$ cat src/hdl/cve_pkg.sv
package cve_pkg;

    // ************************************************
    // Widths and map
    // ************************************************
    localparam int DATA_W = 16;
    localparam int ADDR_W = 8;
    localparam int MAX_VARS_DOC = 12;
    localparam logic [7:0] RD_BASE = 8'h00;
    localparam logic [7:0] WR_BASE = 8'h20;
    localparam logic [7:0] CTRL_ADDR = 8'h40;
    localparam logic [7:0] COUNT_ADDR = 8'h41;
    localparam logic [7:0] OPEN_ADDR = 8'h42;
    localparam logic [7:0] STAT_ADDR = 8'h43;
    localparam int OFS_MONITOR = 0;
    localparam int OFS_SECOND = 1;
    localparam int CTRL_RD_BIT = 0;
    localparam int CTRL_WR_BIT = 1;
    localparam logic [15:0] RESET_WORD = 16'h0000;

    // ************************************************
    // Codes
    // ************************************************
    localparam logic [15:0] MON_TIMEOUT = 16'he999;
    localparam logic [7:0] SEND_FAIL_TAG = 8'hff;
    localparam logic [7:0] END_OK = 8'h00;
    localparam logic [7:0] END_NVM = 8'h21;
    localparam logic [7:0] END_NOEXEC = 8'h0d;
    localparam logic [7:0] END_RX_CHECK = 8'h97;
    localparam logic [15:0] RESP_NORMAL = 16'h0000;
    localparam logic [15:0] OP_DISABLED = 16'h0000;
    localparam logic [15:0] OP_ENABLED = 16'h0001;

    typedef enum logic [1:0] {K_READ = 2'h0, K_WRITE = 2'h1, K_OP = 2'h2} cve_kind_t;

    typedef enum logic [2:0] {
        ST_IDLE = 3'h0,
        ST_ISSUE = 3'h1,
        ST_WAIT = 3'h3,
        ST_FINISH = 3'h2,
        ST_REPORT = 3'h6
    } cve_state_t;

    // ************************************************
    // BCD item count
    // ************************************************
    function automatic logic [7:0] cve_bcd_bin(input logic [15:0] v);
        return 8'(8'(v[7:4]) * 8'h0a + 8'(v[3:0]));
    endfunction : cve_bcd_bin

    function automatic logic cve_bcd_ok(input logic [15:0] v, input int lim);
        return v[15:8] == 8'h00 && v[7:4] <= 4'h9 && v[3:0] <= 4'h9 && cve_bcd_bin(v) <= 8'(lim);
    endfunction : cve_bcd_ok

endpackage : cve_pkg

$ cat src/hdl/cve_outcome_encoder.sv
`timescale 1ns/1ps
module cve_outcome_encoder (
    input wire logic is_write_in,    // Exchange is a write
    input wire logic timeout_in,     // Component gave no answer
    input wire logic [7:0] end_in,   // End code of the exchange
    input wire logic [15:0] resp_in, // Component response code
    output logic [15:0] word_out     // Response monitor word
);
    import cve_pkg::*;

    // ************************************************
    // Outcome priority: timeout, end code, response
    // ************************************************
    wire nvm_on_read = !is_write_in && end_in == END_NVM;
    wire [7:0] fault_code = nvm_on_read ? END_NOEXEC : end_in;
    wire [15:0] fault_word = {SEND_FAIL_TAG, fault_code};
    assign word_out = timeout_in ? MON_TIMEOUT :
                      (end_in != END_OK) ? fault_word :
                      resp_in;

endmodule : cve_outcome_encoder

$ cat src/hdl/cve_exchange.sv
`timescale 1ns/1ps
module cve_exchange #(
    parameter int MAX_VARS = 12,                        // Variables per exchange
    parameter logic [15:0] AUTOTUNE_OP_CODE = 16'h0a00  // Auto-tune start word, arbitrary value
) (
    input wire logic clk_sys_in,                          // System clock
    input wire logic rst_n_in,                            // Async reset, active low
    input wire logic [cve_pkg::ADDR_W-1:0] reg_addr_in,   // Register word address
    input wire logic [cve_pkg::DATA_W-1:0] reg_wdata_in,  // Register write data
    input wire logic reg_wr_in,                           // Write strobe
    input wire logic reg_rd_in,                           // Read strobe
    output logic [cve_pkg::DATA_W-1:0] reg_rdata_out,     // Read data, next cycle
    output logic link_req_out,                            // One-cycle request to link
    output cve_pkg::cve_kind_t link_kind_out,             // Request kind
    output logic [3:0] link_index_out,                    // Variable number
    output logic [31:0] link_data_out,                    // Setpoint or operation word
    input wire logic link_done_in,                        // Answer pulse
    input wire logic link_timeout_in,                     // No answer from component
    input wire logic [7:0] link_end_in,                   // End code
    input wire logic [15:0] link_resp_in,                 // Component response code
    input wire logic [31:0] link_rdata_in,                // Variable value read
    input wire logic [15:0] link_state_in,                // Component status word
    output logic busy_out,                                // Exchange running
    output logic done_out                                 // Completion pulse
);
    import cve_pkg::*;

    localparam int NW = 2 + 2 * MAX_VARS;

    generate
        if (MAX_VARS < 1 || MAX_VARS > MAX_VARS_DOC) begin : g_bad_vars
            $error("MAX_VARS must be 1 to 12");
        end
    endgenerate

    // ************************************************
    // State
    // ************************************************
    cve_state_t state_reg, state_next;
    logic [15:0] rd_area_reg [NW];
    logic [15:0] rd_area_next [NW];
    logic [15:0] wr_area_reg [NW];
    logic [15:0] wr_area_next [NW];
    logic [15:0] count_reg, op_en_reg;
    logic trig_reg, syntax_reg, is_write_reg, skip_sp_reg, op_sent_reg;
    logic [3:0] total_reg, idx_reg;
    logic out_timeout_reg;
    logic [7:0] out_end_reg;
    logic [15:0] out_resp_reg;
    logic link_req_reg;
    cve_kind_t link_kind_reg;
    logic [3:0] link_index_reg;
    logic [31:0] link_data_reg;
    logic [15:0] rdata_reg;
    logic done_reg, busy_reg;

    // ************************************************
    // Decode
    // ************************************************
    wire ctrl_wr = reg_wr_in && reg_addr_in == CTRL_ADDR;
    wire start_rd = ctrl_wr && reg_wdata_in[CTRL_RD_BIT];
    wire set_trig = ctrl_wr && reg_wdata_in[CTRL_WR_BIT];
    wire [7:0] wr_ofs = reg_addr_in - WR_BASE;
    wire rd_hit = reg_addr_in - RD_BASE < 8'(NW);
    wire wr_hit = reg_addr_in >= WR_BASE && wr_ofs < 8'(NW);
    wire sw_area_wr = reg_wr_in && wr_hit && wr_ofs != 8'(OFS_MONITOR);
    wire count_ok = cve_bcd_ok(count_reg, MAX_VARS);
    wire op_ok = op_en_reg == OP_DISABLED || op_en_reg == OP_ENABLED;
    wire launch = state_reg == ST_IDLE && (start_rd || trig_reg);
    wire launch_wr = !start_rd;
    wire launch_bad = launch && !(count_ok && (op_ok || !launch_wr));
    wire launch_go = launch && !launch_bad;
    wire autotune = op_en_reg == OP_ENABLED && wr_area_reg[OFS_SECOND] == AUTOTUNE_OP_CODE;
    wire var_left = !skip_sp_reg && idx_reg < total_reg;
    wire op_wanted = is_write_reg && op_en_reg == OP_ENABLED && !op_sent_reg;
    wire [3:0] var_num = idx_reg + 4'h1;
    wire [4:0] lo_idx = {var_num, 1'b0};
    wire [4:0] hi_idx = 5'(lo_idx + 5'h01);
    wire issue_var = state_reg == ST_ISSUE && var_left;
    wire issue_op = state_reg == ST_ISSUE && !var_left && op_wanted;
    wire ans_in = state_reg == ST_WAIT && link_done_in;
    wire ans_ok = !link_timeout_in && link_end_in == END_OK && link_resp_in == RESP_NORMAL;
    wire var_ok = ans_in && ans_ok && link_kind_reg != K_OP;
    wire read_fail = ans_in && !ans_ok && !is_write_reg;
    wire wr_fail = ans_in && !ans_ok && is_write_reg;
    wire clear_trig = (state_reg == ST_REPORT && is_write_reg) || (launch_bad && launch_wr);
    wire [15:0] monitor_word;
    wire [15:0] stat_word = {13'h0000, syntax_reg, trig_reg, busy_reg};
    wire [15:0] rdata_sel = rd_hit ? rd_area_reg[reg_addr_in[4:0]] :
                            wr_hit ? wr_area_reg[wr_ofs[4:0]] :
                            reg_addr_in == COUNT_ADDR ? count_reg :
                            reg_addr_in == OPEN_ADDR ? op_en_reg :
                            reg_addr_in == STAT_ADDR ? stat_word : 16'h0000;
    wire [31:0] sp_word = {wr_area_reg[hi_idx], wr_area_reg[lo_idx]};
    wire [31:0] op_word = {16'h0000, wr_area_reg[OFS_SECOND]};

    cve_outcome_encoder u_encoder (
        .is_write_in(is_write_reg),
        .timeout_in(out_timeout_reg),
        .end_in(out_end_reg),
        .resp_in(out_resp_reg),
        .word_out(monitor_word)
    );

    // ************************************************
    // Sequencer
    // ************************************************
    always_comb begin
        state_next = state_reg;
        unique case (state_reg)
            ST_IDLE: if (launch_go) state_next = ST_ISSUE;
            ST_ISSUE: state_next = (var_left || op_wanted) ? ST_WAIT : ST_FINISH;
            ST_WAIT: begin
                if (link_done_in) begin
                    state_next = (ans_ok && link_kind_reg != K_OP) ? ST_ISSUE : ST_FINISH;
                end
            end
            ST_FINISH: state_next = ST_REPORT;
            ST_REPORT: state_next = ST_IDLE;
            default: state_next = ST_IDLE;
        endcase
    end

    always_ff @(posedge clk_sys_in or negedge rst_n_in) begin
        if (!rst_n_in) begin
            state_reg <= ST_IDLE;
            is_write_reg <= 1'b0;
            skip_sp_reg <= 1'b0;
            op_sent_reg <= 1'b0;
            total_reg <= 4'h0;
            idx_reg <= 4'h0;
        end else begin
            state_reg <= state_next;
            if (launch_go) begin
                is_write_reg <= launch_wr;
                skip_sp_reg <= launch_wr && autotune;
                op_sent_reg <= 1'b0;
                total_reg <= 4'(cve_bcd_bin(count_reg));
                idx_reg <= 4'h0;
            end
            if (issue_op) op_sent_reg <= 1'b1;
            if (var_ok) idx_reg <= var_num;
        end
    end

    // Outcome of the latest answer decides the monitor word
    always_ff @(posedge clk_sys_in or negedge rst_n_in) begin
        if (!rst_n_in) begin
            out_timeout_reg <= 1'b0;
            out_end_reg <= END_OK;
            out_resp_reg <= RESP_NORMAL;
        end else if (launch_go) begin
            out_timeout_reg <= 1'b0;
            out_end_reg <= END_OK;
            out_resp_reg <= RESP_NORMAL;
        end else if (ans_in) begin
            out_timeout_reg <= link_timeout_in;
            out_end_reg <= link_end_in;
            out_resp_reg <= link_resp_in;
        end
    end

    // ************************************************
    // Link requests
    // ************************************************
    always_ff @(posedge clk_sys_in or negedge rst_n_in) begin
        if (!rst_n_in) begin
            link_req_reg <= 1'b0;
            link_kind_reg <= K_READ;
            link_index_reg <= 4'h0;
            link_data_reg <= 32'h0000_0000;
        end else begin
            link_req_reg <= issue_var || issue_op;
            if (issue_var || issue_op) begin
                link_kind_reg <= issue_op ? K_OP : (is_write_reg ? K_WRITE : K_READ);
                link_index_reg <= issue_op ? 4'h0 : var_num;
                link_data_reg <= issue_op ? op_word : (is_write_reg ? sp_word : 32'h0000_0000);
            end
        end
    end

    // ************************************************
    // Result and setpoint areas
    // ************************************************
    always_comb begin
        for (int k = 0; k < NW; k++) begin
            rd_area_next[k] = rd_area_reg[k];
            wr_area_next[k] = wr_area_reg[k];
        end
        if (sw_area_wr) wr_area_next[wr_ofs[4:0]] = reg_wdata_in;
        if (ans_in && !is_write_reg && !link_timeout_in) rd_area_next[OFS_SECOND] = link_state_in;
        if (var_ok && !is_write_reg) begin
            rd_area_next[lo_idx] = link_rdata_in[15:0];
            rd_area_next[hi_idx] = link_rdata_in[31:16];
        end
        if (read_fail) begin
            for (int k = 2; k < NW; k++) begin
                if (k >= int'(lo_idx)) rd_area_next[k] = RESET_WORD;
            end
        end
        if (state_reg == ST_FINISH) begin
            if (is_write_reg) wr_area_next[OFS_MONITOR] = monitor_word;
            else rd_area_next[OFS_MONITOR] = monitor_word;
        end
    end

    always_ff @(posedge clk_sys_in or negedge rst_n_in) begin
        if (!rst_n_in) begin
            for (int k = 0; k < NW; k++) begin
                rd_area_reg[k] <= RESET_WORD;
                wr_area_reg[k] <= RESET_WORD;
            end
        end else begin
            rd_area_reg <= rd_area_next;
            wr_area_reg <= wr_area_next;
        end
    end

    // ************************************************
    // Control registers and read port
    // ************************************************
    always_ff @(posedge clk_sys_in or negedge rst_n_in) begin
        if (!rst_n_in) begin
            count_reg <= RESET_WORD;
            op_en_reg <= RESET_WORD;
            trig_reg <= 1'b0;
            syntax_reg <= 1'b0;
            rdata_reg <= RESET_WORD;
            done_reg <= 1'b0;
            busy_reg <= 1'b0;
        end else begin
            if (reg_wr_in && reg_addr_in == COUNT_ADDR) count_reg <= reg_wdata_in;
            if (reg_wr_in && reg_addr_in == OPEN_ADDR) op_en_reg <= reg_wdata_in;
            // Set wins over the hardware clear
            trig_reg <= set_trig || (trig_reg && !clear_trig);
            if (launch_bad) syntax_reg <= 1'b1;
            else if (launch_go) syntax_reg <= 1'b0;
            rdata_reg <= reg_rd_in ? rdata_sel : RESET_WORD;
            done_reg <= state_reg == ST_REPORT;
            busy_reg <= state_next != ST_IDLE;
        end
    end

    assign reg_rdata_out = rdata_reg;
    assign link_req_out = link_req_reg;
    assign link_kind_out = link_kind_reg;
    assign link_index_out = link_index_reg;
    assign link_data_out = link_data_reg;
    assign busy_out = busy_reg;
    assign done_out = done_reg;

    wire fin_fault = state_reg == ST_FINISH && !out_timeout_reg && out_end_reg != END_OK;
endmodule : cve_exchange

$ cat config.mk
export PLATFORM = sky130hd
export DESIGN_NAME = cve_exchange
export DESIGN_NICKNAME = d
export VERILOG_FILES = /design/src/hdl/cve_pkg.sv /design/src/hdl/cve_outcome_encoder.sv /design/src/hdl/cve_exchange.sv
export SDC_FILE = /design/constraint.sdc
export NUM_CORES = 2
export LEC_CHECK = 0
export ABC_CLOCK_PERIOD_IN_PS = 5100
export BUFFER_PORTS_ARGS = -buffer_cell sky130_fd_sc_hd__buf_2
export CAP_MARGIN = 30
export CORE_AREA = 2 2 383 385
export DETAILED_ROUTE_END_ITERATION = 12
export DIE_AREA = 0 0 385 387
export GPL_ROUTABILITY_DRIVEN = 0
export HOLD_SLACK_MARGIN = 0.15
export SLEW_MARGIN = 30
export SYNTH_ARGS = -nofsm -noshare
export SYNTH_HDL_FRONTEND = slang
export SYNTH_SLANG_ARGS = --single-unit
$ cat constraint.sdc
create_clock -name clk_sys_in -period 5.1 [get_ports clk_sys_in]
set_input_delay 0.255 -clock clk_sys_in [delete_from_list [all_inputs] [get_ports clk_sys_in]]
set_output_delay 0.255 -clock clk_sys_in [all_outputs]
set_load 0.02 [all_outputs]
==> key figures <==
Critical path
  – Worst path arrival time: 4070 ps
  – CP delay by family, top: buffers and inverters
  – Worst path max stage delay: a little over 800 ps
  – CP Launch Type: flop
  – Slowest-stage cell, CP: buf_4
  – CP max FO: 56
  – Worst Setup Path Type: flop to flop
  – Critical path cell sequence: buf_4, buf_4, mux4_2, nand2_1, a21oi_1, a221o_1, a221o_1
  – Worst EP required: 5710 ps
  – Crit. End Element: flop
  – CP bufs+invs: 2

Synthesis
  – Number of synthesized flops with an enable pin: 0
  – Sequential share of the synthesized area: between 40 and 50%
  – Mapped Cells: about 4500
  – Area leader, netlist: dfrtp_1
  – Primary FF master, synth: dfrtp_1
  – Synth top cells by count: dfrtp_1 (962), a21oi_1 (459), mux2_2 (425)
  – Yosys reg bits: 962
  – Post-Synthesis Cell Area: 50300 um^2
  – Avg Cell Area, Syn: between 10 and 15 um^2
  – Yosys top cell area share: around 48%
  – Synth top area cells: dfrtp_1 (48%), mux2_2 (9.5%), mux4_2 (8.0%), mux2i_1 (5.9%), a21oi_1 (4.6%)
  – Most common cell in the netlist: dfrtp_1
  – Synth Net Count: roughly 4600
  – Yosys warns: 0
  – Async SR Flop Fraction: between 90% and 100%
  – Netlist cell types: ~80

CTS
  – CTS Buf Count: between 100 and 150
  – Clock slew at reported path FFs: ~60 ps
  – Clk_lat worst skew: around 730 ps
  – H-tree depth: 3
  – Maximum buffer depth of the clock tree: 3
  – Clk sink count: just under 1000
  – TritonCTS clock tree: built
  – Clock root cell: clkbuf_16

Place
  – Hpwl dp: about 130000 um
  – Dpl cells: 6216
  – IO Port Bufs: approximately 160

Min path
  – Hold crit path type: input pin to asynchronous set/reset pin

Routing
  – Avg WL per Cell: roughly 30 um
  – Routed Wire Length: between 150000 and 200000 um
  – ANT nets after route: 0
  – Pre-antenna DRT Iters: 9
  – Vias per inst: ~6.3
  – Via count: 41201
  – DRC: 0
  – 1st-iter DRT viols: between 5000 and 6000

Timing
  – RSZ-0062 raised after global routing: false
  – Final Max Slew Viols: 0
  – Minimum clock period: between 3000 and 4000 ps
  – Final Hold Viols: 0
  – Fin crit share: 67.9%
  – Setup TNS: 0 ps
  – # setup viols final: 0
  – Max_slew headroom: 29.3%
  – Worst-margin pin slew: roughly 1100 ps
  – Peak Freq: 0.289 GHz
  – Clock Skew: 25.7 ps

Final layout
  – Non-filler cells, final: roughly 6500
  – Reg area: 24100 um^2
  – Final net count: ~4600
  – Footprint of the multi-input gates: 24200 um^2
  – Layout cell share with drive strength beyond 1: roughly 25%
  – Syn-to-layout area delta: 14.0%
  – Filler instances: 13781

Floorplan
  – Die area: ~150000 um^2
  – Num ports: ~160
  – Width of the die: 385 um
  – CORE AREA: approximately 140000 um^2
  – Starting Density: between 30% and 40%
  – # rows: 140
  – Die height: slightly below 400 um

GRT
  – GR Util All Layers: around a quarter
  – Initial antenna violation count: 11
  – Vias in the first global route: a little under 40000
  – Grt ovf: 0
  – First-pass GRT wire length: 288000 um
  – Largest net degree at the start of global routing: 167

Pwr
  – Power per standard cell area: approximately 320 nW/um^2
  – VDD IR max: around 0.00029 V
  – Lkg Pwr: 25.2 nW

Flow run
  – Max_cap viols: 0

Run status
  – Status: finished clean
==> layout make-up <==
cell class | instances | share of cell area [%]
well taps | 1917 | 4.18
clock buffers | 141 | 5.18
flip-flops and latches | 962 | 42.0
clock inverters | 46 | 1.03
diodes | 5 | 0.0218
repair buffers | 377 | 5.13
inverters | 26 | 0.170
multi-input cells | 3019 | 42.3
==> per-stage QoR <==
| stage | util [%] | power (mW) | area (um^2) | worst slack [ps] | hold WS (ps) |
|---|---|---|---|---|---|
| 6_report | 39.6 | 18.2 | 57300 | 1640 | 152 |
| 2_1_floorplan | - | 9.18 | 50300 | 1230 | -40.6 |
| 5_1_grt | 39.6 | 18.7 | 57300 | 1490 | 190 |
| 3_3_place_gp | 36.5 | 10.1 | 52800 | 1680 | 291 |
| 4_1_cts | 39.5 | 18.2 | 57300 | 1630 | 150 |
| 3_5_place_dp | 36.5 | 10.2 | 52900 | 1640 | 302 |
==> layer usage <==
metal | global-route usage (%) | share of wire, %
met5 | 0 | 0.024
met4 | 12.9 | 5.9
met3 | 7.06 | 11
met2 | 38.2 | 44
met1 | 35.2 | 39
==> power breakdown <==
part / total [mW] / internal, mW / switching (mW)
sequential: 8.28 / 7.91 / 0.368
clock: 8.06 / 4.72 / 3.34
combinational: 1.84 / 0.675 / 1.17
total: 18.2 / 13.3 / 4.88
==> timing repair <==
action	in CTS	in global routing
resized for setup	0	0
hold buffers	82	0
buffers inserted	0	0
endpoints found under the hold margin	843	0
==> placed cells by master, fill, tap and decap left out, types with 18 or more instances in the layout <==
| cell type | count |
|---|---|
| nor4_1 | 32 |
| buf_12 | 19 |
| nand2_1 | 134 |
| o21ai_1 | 61 |
| nor3_1 | 38 |
| buf_4 | 115 |
| clkinv_2 | 23 |
| nor2_1 | 90 |
| a221o_1 | 32 |
| nor3b_1 | 19 |
| a221oi_1 | 18 |
| clkbuf_16 | 103 |
| mux4_2 | 178 |
| mux2_1 | 23 |
| a22oi_1 | 128 |
| dfrtp_1 | 961 |
| o21ai_0 | 350 |
| inv_1 | 26 |
| a21oi_1 | 455 |
| o22ai_1 | 20 |
| dlygate4sd3_1 | 82 |
| buf_2 | 156 |
| nand4_1 | 26 |
| mux2i_1 | 297 |
| nand3_1 | 412 |
| clkbuf_8 | 25 |
| mux2_2 | 425 |
==> path summary, 6_finish.rpt <==
| path | endpoint | from | slack (ps) | cells after the start |
|---|---|---|---|---|
| hold reg to reg | total_reg[2]$_DFFE_PN0P_ | total_reg[2]$_DFFE_PN0P_ | 500 | 1 |
| setup reg to reg | link_data_out[15]$_DFFE_PN0P_ | idx_reg[0]$_DFFE_PN0P_ | 1640 | 7 |
| hold / removal | rd_area_reg[318]$_DFF_PN0_ | rst_n_in | 150 | 2 |
| min in group clk_sys_in | flop | reg_wdata_in[15] | 190 | 2 |
| max in group asynchronous | rd_area_reg[157]$_DFF_PN0_ | rst_n_in | 3540 | 3 |
| setup / recovery | link_data_out[15]$_DFFE_PN0P_ | idx_reg[0]$_DFFE_PN0P_ | 1640 | 7 |
==> logic make-up (layout without fill, tap and decap cells) <==
family / after synthesis / after routing / share of synthesized area (%)
AO/OA/AOI/OAI: 1201 / 1201 / 14.0
XOR/XNOR: 8 / 8 / 0.154
adder cells (fa/ha/maj): 18 / 18 / 0.478
buffers and inverters: 509 / 590 / 4.61
flip-flops: 962 / 962 / 47.9
multiplexers: 923 / 923 / 23.9
other: 0 / 5 / 0
AND/OR/NAND/NOR: 869 / 869 / 9.04
==> worst register-to-register path, stage by stage, from the launching register on <==
cell,delay (ps)
dfrtp_4,450
buf_4,600
buf_4,850
mux4_2,690
nand2_1,90
a21oi_1,70
a221o_1,280
a221o_1,320
(Power assumes the default switching activity.)
